===== config.mk =====
export PLATFORM = sky130hd
export DESIGN_NAME = uart_pin_top
export DESIGN_NICKNAME = d
export VERILOG_FILES = /design/src/uart_pin_pkg.sv /design/src/bit_clk_if.sv /design/src/bit_clk_gen.sv /design/src/uart_pin_top.sv
export VERILOG_INCLUDE_DIRS = /design/src /design/src/src
export SDC_FILE = /design/constraint.sdc
export NUM_CORES = 1
export LEC_CHECK = 0
export BUFFER_PORTS_ARGS = -buffer_cell sky130_fd_sc_hd__buf_2
export CORE_MARGIN = 3
export CORE_UTILIZATION = 42
export CTS_CLUSTER_SIZE = 16
export DETAILED_ROUTE_END_ITERATION = 6
export PLACE_DENSITY_LB_ADDON = 0.3
export SYNTH_ARGS = -nofsm -noshare
export SYNTH_HDL_FRONTEND = slang
export SYNTH_SLANG_ARGS = --single-unit
export TNS_END_PERCENT = 100

===== constraint.sdc =====
create_clock -name pclk -period 5.84 [get_ports pclk]
set_input_delay 0.584 -clock pclk [delete_from_list [all_inputs] [get_ports pclk]]
set_output_delay 0.584 -clock pclk [all_outputs]
set_load 0.05 [all_outputs]

===== src/uart_pin_consts.svh =====
// constants for the serial pin block: register offsets, fields, resets, timing
// assumes inclusion by bare name from design files
`ifndef UART_PIN_CONSTS_SVH
`define UART_PIN_CONSTS_SVH
`define OFS_CTRL        12'h000
`define OFS_STATUS      12'h004
`define OFS_TXDATA      12'h008
`define OFS_RXDATA      12'h00C
`define OFS_BAUD        12'h010
`define OFS_RTSLVL      12'h014
`define CTRL_TX_EN      0
`define CTRL_RX_EN      1
`define CTRL_LOOP       2
`define CTRL_AUTO_RTS   3
`define CTRL_RTS_MAN    4
`define CTRL_PWR_DOWN   5
`define CTRL_RESET      32'h0000_0000
`define BAUD_RESET      16'h001A
`define RTSLVL_RESET    4'h6
`define QUEUE_DEPTH     8
`define QUEUE_AW        3
`define CLK_PER_NS      40
`endif


===== src/uart_pin_pkg.sv =====
// types shared by the serial pin block
// assumes nothing beyond a SystemVerilog compiler
package uart_pin_pkg;
	typedef logic [7:0] char_t;
	typedef enum logic [1:0] {
		TX_IDLE  = 2'b00,
		TX_START = 2'b01,
		TX_DATA  = 2'b11,
		TX_STOP  = 2'b10
	} tx_state_e;
	typedef enum logic [1:0] {
		RX_IDLE  = 2'b00,
		RX_START = 2'b01,
		RX_DATA  = 2'b11,
		RX_STOP  = 2'b10
	} rx_state_e;
endpackage : uart_pin_pkg


===== src/bit_clk_if.sv =====
// interface carrying the bit-rate strobes from the divider to the serial logic
// assumes one clock domain, pclk
`timescale 1ns/1ps
interface bit_clk_if;
	logic        run;
	logic [15:0] divisor;
	logic        fall_tick;
	logic        mid_tick;
	logic        clk_running;
	modport gen (input run, input divisor, output fall_tick, output mid_tick, output clk_running);
	modport use_ (output run, output divisor, input fall_tick, input mid_tick, input clk_running);
endinterface : bit_clk_if


===== src/bit_clk_gen.sv =====
// serial clock source: divider of pclk giving a falling-edge strobe and a
// mid-period strobe; stops when run is low
// assumes divisor of at least 2
`timescale 1ns/1ps
`include "uart_pin_consts.svh"
module bit_clk_gen import uart_pin_pkg::*; (
	// system
	input  wire logic pclk,
	input  wire logic presetn,
	// strobes
	bit_clk_if.gen    bc
);
	logic [15:0] cnt_r;
	logic        run_r;

	always_ff @(posedge pclk or negedge presetn) begin
		if (!presetn) begin
			run_r <= 1'b0;
		end else begin
			run_r <= bc.run;
		end
	end

	always_ff @(posedge pclk or negedge presetn) begin
		if (!presetn) begin
			cnt_r <= 16'h0000;
		end else if (!bc.run || cnt_r >= bc.divisor - 16'h0001) begin
			cnt_r <= 16'h0000;
		end else begin
			cnt_r <= cnt_r + 16'h0001;
		end
	end

	// counter wrap marks the falling edge of the serial clock
	assign bc.fall_tick   = run_r && bc.run && (cnt_r == bc.divisor - 16'h0001);
	assign bc.mid_tick    = run_r && bc.run && (cnt_r == {1'b0, bc.divisor[15:1]});
	assign bc.clk_running = run_r;
endmodule : bit_clk_gen


===== src/uart_pin_top.sv =====
// serial transmitter/receiver pin behaviour with APB register access
// assumes pins synchronous to pclk, 8N1 framing, one bit-clock period per bit
//
// Contract
// - transmit pin idles high when disabled, empty, or in loopback.
// - transmitted character goes out least significant bit first.
// - transmit pin changes at the falling edge of the serial clock, except when transmit is disabled or loopback is switched.
// - first received data bit becomes the least significant bit.
// - in power-down, any receive-line change restarts the channel clock.
// - remote grants with clear-to-send; transmission starts only when granted.
// - request-to-send can be driven by hardware without software toggling.
// - auto request-to-send follows receive queue fill against a threshold.
`timescale 1ns/1ps
`include "uart_pin_consts.svh"
module uart_pin_top import uart_pin_pkg::*; (
	// apb
	input  wire logic        pclk,
	input  wire logic        presetn,
	input  wire logic        psel,
	input  wire logic        penable,
	input  wire logic        pwrite,
	input  wire logic [11:0] paddr,
	input  wire logic [31:0] pwdata,
	output logic      [31:0] prdata,
	output logic             pready,
	output logic             pslverr,
	// serial pins
	input  wire logic        serial_rx_in,
	input  wire logic        clear_to_send_in,
	output logic             serial_tx_out,
	output logic             request_to_send_out
);
	bit_clk_if bc ();
	bit_clk_gen u_bclk (.pclk(pclk), .presetn(presetn), .bc(bc));

	logic [5:0]  ctrl_r;
	logic [15:0] baud_r;
	logic [3:0]  rts_lvl_r;
	char_t       tx_hold_r;
	logic        tx_full_r;
	tx_state_e   tx_st_r;
	char_t       tx_sh_r;
	logic [2:0]  tx_cnt_r;
	logic        tx_line_r;
	rx_state_e   rx_st_r;
	char_t       rx_sh_r;
	logic [2:0]  rx_cnt_r;
	logic        rx_prev_r;
	logic        wake_r;
	logic        overrun_r;
	logic        frame_err_r;
	char_t       queue_r [`QUEUE_DEPTH];
	logic [`QUEUE_AW-1:0] wp_r;
	logic [`QUEUE_AW-1:0] rp_r;
	logic [`QUEUE_AW:0]   fill_r;

	logic wr_acc;
	logic rd_acc;
	logic rx_line;
	logic rx_push;
	logic rx_pop;
	logic tx_load;
	logic ext_line;

	assign wr_acc  = psel && penable && pwrite;
	assign rd_acc  = psel && penable && !pwrite;
	// loopback takes the internal stream, external line ignored
	assign ext_line = ctrl_r[`CTRL_LOOP] ? tx_line_r : serial_rx_in;
	assign rx_line  = ext_line;
	assign rx_pop   = rd_acc && paddr == `OFS_RXDATA && fill_r != '0;
	assign tx_load  = tx_st_r == TX_IDLE && tx_full_r && ctrl_r[`CTRL_TX_EN]
		&& clear_to_send_in && bc.fall_tick;

	// channel clock runs while enabled, unless powered down and not woken
	assign bc.run     = (ctrl_r[`CTRL_TX_EN] || ctrl_r[`CTRL_RX_EN])
		&& (!ctrl_r[`CTRL_PWR_DOWN] || wake_r);
	assign bc.divisor = baud_r;

	always_ff @(posedge pclk or negedge presetn) begin
		if (!presetn) begin
			ctrl_r    <= 6'h00;
			baud_r    <= `BAUD_RESET;
			rts_lvl_r <= `RTSLVL_RESET;
		end else if (wr_acc) begin
			case (paddr)
				`OFS_CTRL:   ctrl_r    <= pwdata[5:0];
				`OFS_BAUD:   baud_r    <= (pwdata[15:0] < 16'h0002) ? 16'h0002 : pwdata[15:0];
				`OFS_RTSLVL: rts_lvl_r <= pwdata[3:0];
				default:     ;
			endcase
		end
	end

	// transmit holding register: software fills, shifter empties
	always_ff @(posedge pclk or negedge presetn) begin
		if (!presetn) begin
			tx_hold_r <= 8'h00;
			tx_full_r <= 1'b0;
		end else if (wr_acc && paddr == `OFS_TXDATA && !tx_full_r) begin
			tx_hold_r <= pwdata[7:0];
			tx_full_r <= 1'b1;
		end else if (tx_load) begin
			tx_full_r <= 1'b0;
		end
	end

	// transmit shifter; every change lands on the serial clock falling edge, except the forced return to idle when transmit is disabled
	always_ff @(posedge pclk or negedge presetn) begin
		if (!presetn) begin
			tx_st_r   <= TX_IDLE;
			tx_sh_r   <= 8'h00;
			tx_cnt_r  <= 3'h0;
			tx_line_r <= 1'b1;
		end else if (!ctrl_r[`CTRL_TX_EN]) begin
			tx_st_r   <= TX_IDLE;
			tx_line_r <= 1'b1;
		end else if (bc.fall_tick) begin
			case (tx_st_r)
				TX_IDLE: begin
					tx_line_r <= 1'b1;
					if (tx_load) begin
						tx_sh_r   <= tx_hold_r;
						tx_line_r <= 1'b0;
						tx_st_r   <= TX_START;
					end
				end
				TX_START: begin
					tx_line_r <= tx_sh_r[0];
					tx_sh_r   <= {1'b0, tx_sh_r[7:1]};
					tx_cnt_r  <= 3'h0;
					tx_st_r   <= TX_DATA;
				end
				TX_DATA: begin
					if (tx_cnt_r == 3'h7) begin
						tx_line_r <= 1'b1;
						tx_st_r   <= TX_STOP;
					end else begin
						tx_line_r <= tx_sh_r[0];
						tx_sh_r   <= {1'b0, tx_sh_r[7:1]};
						tx_cnt_r  <= tx_cnt_r + 3'h1;
					end
				end
				TX_STOP: begin
					tx_line_r <= 1'b1;
					tx_st_r   <= TX_IDLE;
				end
				default: tx_st_r <= TX_IDLE;
			endcase
		end
	end

	// external pin held at mark in loopback
	always_ff @(posedge pclk or negedge presetn) begin
		if (!presetn) begin
			serial_tx_out <= 1'b1;
		end else begin
			serial_tx_out <= ctrl_r[`CTRL_LOOP] ? 1'b1 : tx_line_r;
		end
	end

	// wake on any receive-line change while powered down
	always_ff @(posedge pclk or negedge presetn) begin
		if (!presetn) begin
			rx_prev_r <= 1'b1;
			wake_r    <= 1'b0;
		end else begin
			rx_prev_r <= serial_rx_in;
			if (!ctrl_r[`CTRL_PWR_DOWN]) begin
				wake_r <= 1'b0;
			end else if (serial_rx_in != rx_prev_r) begin
				wake_r <= 1'b1;
			end
		end
	end

	// receiver samples each bit at the middle of its period
	always_ff @(posedge pclk or negedge presetn) begin
		if (!presetn) begin
			rx_st_r     <= RX_IDLE;
			rx_sh_r     <= 8'h00;
			rx_cnt_r    <= 3'h0;
			frame_err_r <= 1'b0;
		end else if (!ctrl_r[`CTRL_RX_EN]) begin
			rx_st_r <= RX_IDLE;
		end else begin
			if (rd_acc && paddr == `OFS_STATUS) begin
				frame_err_r <= 1'b0;
			end
			// idle looks every cycle so the next mid tick lands inside the start bit
			if (bc.mid_tick || rx_st_r == RX_IDLE) begin
				case (rx_st_r)
					RX_IDLE: begin
						if (!rx_line) begin
							rx_st_r  <= bc.mid_tick ? RX_DATA : RX_START;
							rx_cnt_r <= 3'h0;
						end
					end
					RX_START: begin
						rx_st_r  <= rx_line ? RX_IDLE : RX_DATA;
						rx_cnt_r <= 3'h0;
					end
					RX_DATA: begin
						rx_sh_r  <= {rx_line, rx_sh_r[7:1]};
						rx_cnt_r <= rx_cnt_r + 3'h1;
						if (rx_cnt_r == 3'h7) rx_st_r <= RX_STOP;
					end
					RX_STOP: begin
						if (!rx_line) frame_err_r <= 1'b1;
						rx_st_r <= RX_IDLE;
					end
					default: rx_st_r <= RX_IDLE;
				endcase
			end
		end
	end

	assign rx_push = ctrl_r[`CTRL_RX_EN] && bc.mid_tick && rx_st_r == RX_STOP && rx_line;

	// storage carries no reset; only pointers, fill count and overrun flag need one
	always_ff @(posedge pclk) begin
		if (rx_push && fill_r != (`QUEUE_AW+1)'(`QUEUE_DEPTH)) begin
			queue_r[wp_r] <= rx_sh_r;
		end
	end

	// receive queue in flip-flops
	always_ff @(posedge pclk or negedge presetn) begin
		if (!presetn) begin
			wp_r      <= '0;
			rp_r      <= '0;
			fill_r    <= '0;
			overrun_r <= 1'b0;
		end else begin
			if (rx_push && fill_r != (`QUEUE_AW+1)'(`QUEUE_DEPTH)) begin
				wp_r <= wp_r + 1'b1;
			end
			if (rx_pop) rp_r <= rp_r + 1'b1;
			fill_r <= fill_r + (`QUEUE_AW+1)'(rx_push && fill_r != (`QUEUE_AW+1)'(`QUEUE_DEPTH))
				- (`QUEUE_AW+1)'(rx_pop);
			if (rx_push && fill_r == (`QUEUE_AW+1)'(`QUEUE_DEPTH)) begin
				overrun_r <= 1'b1;
			end else if (rd_acc && paddr == `OFS_STATUS) begin
				overrun_r <= 1'b0;
			end
		end
	end

	// request-to-send: manual level or queue-level throttle
	always_ff @(posedge pclk or negedge presetn) begin
		if (!presetn) begin
			request_to_send_out <= 1'b0;
		end else if (ctrl_r[`CTRL_AUTO_RTS]) begin
			request_to_send_out <= {1'b0, fill_r} < {1'b0, rts_lvl_r};
		end else begin
			request_to_send_out <= ctrl_r[`CTRL_RTS_MAN];
		end
	end

	// apb answers in the access cycle with no wait states
	always_ff @(posedge pclk or negedge presetn) begin
		if (!presetn) begin
			prdata  <= 32'h0000_0000;
			pready  <= 1'b0;
			pslverr <= 1'b0;
		end else begin
			pready  <= psel && !penable;
			pslverr <= psel && !penable && paddr > `OFS_RTSLVL;
			prdata  <= 32'h0000_0000;
			if (psel && !penable && !pwrite) begin
				case (paddr)
					`OFS_CTRL:   prdata <= {26'h0, ctrl_r};
					`OFS_STATUS: prdata <= {20'h0, bc.clk_running, wake_r, frame_err_r, overrun_r,
						fill_r, tx_st_r != TX_IDLE, tx_full_r, clear_to_send_in, request_to_send_out};
					`OFS_RXDATA: prdata <= {24'h0, queue_r[rp_r]};
					`OFS_BAUD:   prdata <= {16'h0, baud_r};
					`OFS_RTSLVL: prdata <= {28'h0, rts_lvl_r};
					default:     prdata <= 32'h0000_0000;
				endcase
			end
		end
	end
endmodule : uart_pin_top


==> impl_metrics.json, run 1 <==
{
  "status": "complete, no violations",
  "ant_nets": 0,
  "hold_viol": 0,
  "maxSlewHeadroom": 0.265,
  "synth-edff-count": 64,
  "crit_path_end_kind": "flop",
  "worst-path-max-fanout": 8,
  "syn-cell-area_um2": 8790,
  "clk_latency_ps": 430,
  "cp.required_ps": 6150,
  "vias": 5499,
  "core_area_um2": 20400,
  "slowest_stage": "nor4_1",
  "wl_met3_um": 750,
  "overflow": 0,
  "synthArstFlopShare": 0.638,
  "areaGrowthSynthToFinish_pct": 13.3,
  "die_y_um": 151,
  "grt_pass1_wl_mm": 30.9,
  "dp_hpwl_mm": 13.5,
  "dpl_cell_area_um2": 9300,
  "critical_path_class": "reg -> reg",
  "met1_length_mm": 8.19,
  "drt_iter0_markers": 390,
  "fillCellCount": 1755,
  "wl_met2_mm": 9.81,
  "critPathLaunchType": "flop",
  "cts_tree": "yes",
  "groute.usage.overall": 0.177,
  "fin_setup_tns_ps": 0,
  "die_area_um2": 22700,
  "yosysWarnings": 0,
  "io_pins": 87,
  "drive_gt1_frac": 0.271,
  "drc": 0,
  "finalPower_mw": 2.89,
  "setup_violations": 0,
  "synth.avg_cell_area_um2": 13.0,
  "fin_area_um2": 9950,
  "grt_max_degree": 74,
  "nNetsFinal": 820,
  "post_drt_via_cell_ratio": 5.40,
  "worstPathCellList": "nor3_1 -> nand3b_1 -> nor4_1 -> nand4_1 -> xor2_1 -> ha_1 -> nand4_1 -> or2_2 -> nor4_4 -> o211ai_2 -> mux2_2",
  "powerDensity_nw_per_um2": 290,
  "cp_slowest_stage_delay_ps": 530,
  "ctsResizeCount": 0,
  "clock_path_buffers": 2,
  "pre_cts_slack_ps": 1790,
  "cpMostUsedCell": "nand4_1",
  "hp-class": "in -> reg",
  "ys_types": 63,
  "fin_crit_sh": 0.707,
  "portBuffers": 54,
  "initial_utilization": 0.431,
  "cts_htree_levels": 4,
  "period_minus_slack_ps": 4130,
  "ys_ff_latch": 177,
  "top_layer": "met4",
  "wire_per_inst_um": 18.7,
  "synth_ff_type": "dfrtp_1",
  "tightest_slew_ps": 1100,
  "utilization": 0.489,
  "fin_skew_ps": 14.7,
  "holdBufCountCts": 0,
  "wl_mm": 19.1,
  "rsz0062_at_grt": "no",
  "drtPass1Iterations": 5,
  "fp-row-count": 52,
  "max-vdd-ir-drop_v": 0.000184,
  "finalWorstSetupSlack_ps": 1710,
  "dieWidth_um": 151,
  "crit_arrival_ps": 4440,
  "fmax_mhz": 242,
  "syn_inst": 676,
  "first_global_vias": 5673,
  "antenna_cells": 0,
  "clkSinkCount": 177,
  "worst-path-buf-inv": 0,
  "cp_top_family": "simple AND/OR/NAND/NOR gates",
  "cap_violations": 0,
  "numCtsBuffers": 17,
  "cts_root_buffer": "clkbuf_16",
  "antenna_found_initial": 0,
  "cts_setup_buffers": 0,
  "clk_pin_slew_worst_paths_ps": 80,
  "drv_slew": 0,
  "power.leakage_nw": 4.39,
  "seq_area_frac_synth": 0.542,
  "place_congestion": 0.858
}
path summary, 6_finish.rpt:
| kind | depth (start not counted) | slack (ps) | to | from |
|---|---|---|---|---|
| hold / removal | 1 | 290 | rx_prev_r | serial_rx_in |
| hold reg to reg | 1 | 510 | tx_hold_r[7] | tx_hold_r[7] |
| setup / recovery | 11 | 1710 | tx_sh_r[7] | baud_r[2] |
| max in group asynchronous | 2 | 4430 | rx_prev_r | presetn |
| setup reg to reg | 11 | 1710 | tx_sh_r[7] | baud_r[2] |
| min in group asynchronous | 1 | 300 | u_bclk.cnt_r[10] | presetn |
cells in the mapped netlist, types with 3 or more instances:
cell type / instances / share of area
dfstp_2: 8 / 0.024
mux4_2: 20 / 0.051
o211ai_1: 4 / 0.0034
mux2i_1: 12 / 0.014
nor3_1: 6 / 0.0034
or3_1: 3 / 0.0021
or4_1: 4 / 0.0034
buf_6: 3 / 0.0038
clkbuf_1: 11 / 0.0047
a21o_1: 7 / 0.0060
mux2_2: 49 / 0.063
xor2_1: 27 / 0.027
buf_4: 17 / 0.015
nor4_4: 4 / 0.0097
or2_2: 4 / 0.0028
ha_1: 33 / 0.047
o21ai_0: 12 / 0.0068
a22oi_1: 4 / 0.0034
mux2_4: 8 / 0.014
nand2b_1: 11 / 0.0078
nor2b_1: 7 / 0.0050
and2_1: 5 / 0.0036
dfrtp_1: 105 / 0.30
nor4_1: 18 / 0.013
inv_1: 25 / 0.011
o22ai_1: 3 / 0.0021
nand3_1: 13 / 0.0074
xnor2_1: 20 / 0.020
and4_1: 3 / 0.0030
buf_2: 7 / 0.0040
nand4_1: 12 / 0.0085
nor2_1: 59 / 0.025
edfxtp_1: 64 / 0.22
and3_1: 5 / 0.0036
nand2_1: 28 / 0.012
a21oi_1: 19 / 0.011
nand3b_1: 3 / 0.0026
flip-flops by register name, indices dropped and copies added, names as in the netlist, 3 cells and up:
name,flops
tx_sh_r,8
rp_r,3
prdata,16
baud_r,16
tx_cnt_r,3
fill_r,4
rx_cnt_r,3
ctrl_r,6
tx_hold_r,8
rx_sh_r,8
u_bclk.cnt_r,16
queue_r,64
rts_lvl_r,4
wp_r,3
final cells by class:
| cell class | instances | area (µm²) | share of cell area |
|---|---|---|---|
| timing repair buffer | 65 | 355 | 0.0357 |
| clock buffer | 17 | 425 | 0.0427 |
| clock inverter | 15 | 228 | 0.0229 |
| tap | 270 | 338 | 0.0339 |
| sequential | 177 | 4760 | 0.478 |
| multi-input combinational | 448 | 3750 | 0.377 |
| inverter | 26 | 97.6 | 0.00981 |
metrics by stage:
step	hold WS, ps	cells
final	291	1018
after CTS	273	1018
after detailed placement	492	986
after floorplan	288	691
after global routing	268	1018
after global placement	479	986
layout by cell type (no fill, tap or decap), types with 11 or more instances in the layout:
master	n
buf_4	12
a21oi_1	19
nor4_1	18
clkbuf_16	17
dfrtp_1	105
mux2_2	49
buf_2	53
mux2i_1	12
nand2_1	28
xor2_1	27
conb_1	16
xnor2_1	20
mux4_2	20
nand2b_1	11
nand3_1	13
o21ai_0	12
nor2_1	59
ha_1	33
inv_1	25
edfxtp_1	64
nand4_1	12
routing by layer:
metal	GRT usage	vias up
li1	-	2569
met1	0.232	2787
met2	0.298	118
met3	0.0388	25
met4	0.0471	0
met5	0	-
logic make-up after synthesis:
group                    synth area share
other                            0.000427
multiplexers                        0.141
adder cells (fa/ha/maj)            0.0493
AND/OR/NAND/NOR                     0.125
flip-flops                          0.542
AO/OA/AOI/OAI                      0.0564
XOR/XNOR                           0.0468
buffers and inverters              0.0390
report_power, final:
part / leakage, nW / total [mW] / internal [mW] / switching [mW]
sequential: 2.18 / 1.37 / 1.31 / 0.0637
clock: 0.312 / 1.22 / 0.606 / 0.610
combinational: 1.90 / 0.301 / 0.113 / 0.188
No activity file was read; power rests on OpenSTA's default activity.
==> inputs of run 2 (changes only) <==
==> constraint.sdc (replaced) <==
create_clock -name pclk -period 3.8 [get_ports pclk]
set_input_delay 0.38 -clock pclk [delete_from_list [all_inputs] [get_ports pclk]]
set_output_delay 0.38 -clock pclk [all_outputs]
set_load 0.05 [all_outputs]
==> run 2 against run 1 <==
Effect of this change: the flow now finishes with violations (DRC); hold slack lost 220 ps; clock-buffer cell count is the same; clock skew shrank 0.72 ps; sequential power grew 54%; largest cell class unchanged; die area is the same; combinational power grew 57%; via count grew 2.2%; routed wire length grew 2.1%; utilization grew 0.48 points; sequential cell count is the same; critical path depth grew 2; first-iteration DRC count grew 1.0%.
==> impl_metrics.json, run 2 (synthesized netlist as in run 1, its figures left out) <==
{
  "period_minus_slack_ps": 3640,
  "setup_violations": 0,
  "drive_gt1_frac": 0.286,
  "cts_root_buffer": "clkbuf_16",
  "drv_slew": 0,
  "gr-usage-met3": 0.0376,
  "dp_hpwl_mm": 14.0,
  "cp_slowest_stage_delay_ps": 480,
  "first_global_vias": 5758,
  "slowest_stage": "dfrtp_1",
  "utilization": 0.494,
  "overflow": 0,
  "ant_nets": 0,
  "finalWorstSetupSlack_ps": 163,
  "antenna_cells": 0,
  "final_cells": 1030,
  "fin_skew_ps": 14.0,
  "core_area_um2": 20400,
  "groute.usage.overall": 0.178,
  "drtPass1Iterations": 7,
  "finalPower_mw": 4.42,
  "io_pins": 87,
  "fp-row-count": 52,
  "nNetsFinal": 832,
  "final_common_cell": "dfrtp_1",
  "worst-path-max-fanout": 8,
  "grt_max_degree": 74,
  "hp-class": "in -> async",
  "critical_path_class": "reg -> reg",
  "violations": "DRC",
  "numCtsBuffers": 17,
  "fin_crit_sh": 0.957,
  "die_area_um2": 22700,
  "fin_setup_tns_ps": 0,
  "initial_utilization": 0.431,
  "cp.required_ps": 4120,
  "cts_tree": "yes",
  "die_y_um": 151,
  "portBuffers": 54,
  "antenna_found_initial": 0,
  "regMostFlops": "queue_r",
  "clkSinkCount": 177,
  "clk_pin_slew_worst_paths_ps": 80,
  "worstPathCellList": "nor3_1 -> buf_4 -> nand3b_1 -> nor4_1 -> buf_4 -> nand4_1 -> xor2_1 -> ha_1 -> nand4_1 -> or2_2 -> nor4_4 -> o211ai_2 -> mux2_2",
  "grt_pass1_wl_mm": 30.9,
  "wl_mm": 19.5,
  "maxSlewHeadroom": 0.285,
  "cts_htree_levels": 4,
  "rsz0062_at_grt": "no",
  "powerDensity_nw_per_um2": 440,
  "max-vdd-ir-drop_v": 0.000274,
  "drc": 6,
  "areaGrowthSynthToFinish_pct": 14.4,
  "clock_path_buffers": 2,
  "hold_viol": 0,
  "power.leakage_nw": 4.46,
  "top_usage_layer": "met2",
  "grt_use_met1": 0.228,
  "wire_per_inst_um": 18.9,
  "crit_path_end_kind": "flop",
  "place_congestion": 0.948,
  "status": "finished, violations left",
  "fmax_mhz": 275,
  "vias": 5618,
  "drt_iter0_markers": 394,
  "met2_usage": 0.296,
  "clk_latency_ps": 440,
  "final_cell_mix": "105 x dfrtp_1, 64 x edfxtp_1, 59 x nor2_1",
  "cap_violations": 0,
  "crit_arrival_ps": 3960,
  "pre_cts_slack_ps": 22.3,
  "post_drt_via_cell_ratio": 5.45,
  "critPathLaunchType": "flop",
  "largest_register_ffs": 64,
  "dieWidth_um": 151,
  "reg2reg_depth": 13,
  "tightest_slew_ps": 1060,
  "place_inst": 998
}
run 2: cell type report:
class,instances,area [µm²]
Clock buffer,17,425
Clock inverter,15,214
Fill cell,1718,10300
Inverter,26,97.6
Multi-Input combinational cell,448,3770
Sequential cell,177,4760
Tap cell,270,338
Timing Repair Buffer,77,445
run 2: path summary, 6_finish.rpt:
path	from	endpoint	slack (ps)
setup reg to reg	baud_r[2]	tx_sh_r[5]	160
hold / removal	presetn	u_bclk.cnt_r[9]	80
hold reg to reg	tx_sh_r[2]	tx_sh_r[2]	510
min in group pclk	serial_rx_in	rx_prev_r	80
setup / recovery	baud_r[2]	tx_sh_r[5]	160
max in group asynchronous	presetn	u_bclk.cnt_r[3]	2850
run 2: timing repair:
action | CTS | global route
setup buffers | 0 | 0
resized for setup | 1 | 2
hold buffers | 0 | 0
gates cloned | 0 | 0
endpoints found under the setup margin | 2 | 12
run 2: worst max-delay path: cells and delay by family (launching register included):
family | cells | cell delay [ps]
AND/OR/NAND/NOR | 7 | 1560
flip-flops | 1 | 480
multiplexers | 1 | 350
adder cells (fa/ha/maj) | 1 | 310
XOR/XNOR | 1 | 160
buffers and inverters | 2 | 360
AO/OA/AOI/OAI | 1 | 310
run 2: layer usage:
| metal | vias to the layer above | share of wire |
|---|---|---|
| met5 | - | 0 |
| met4 | 0 | 0.028 |
| met3 | 38 | 0.048 |
| met2 | 159 | 0.50 |
| met1 | 2816 | 0.42 |
| li1 | 2605 | - |
run 2: per-stage QoR:
step	instance area [µm²]	hold slack [ps]
after floorplan	8840	84.4
after global placement	9390	484
after detailed placement	9390	490
after CTS	10000	56.7
after global routing	10100	59.0
final	10100	76.1
run 2: power by group:
part           switching, mW  internal [mW]
registers             0.0950           2.01
logic                  0.297          0.175
clock network          0.917          0.922
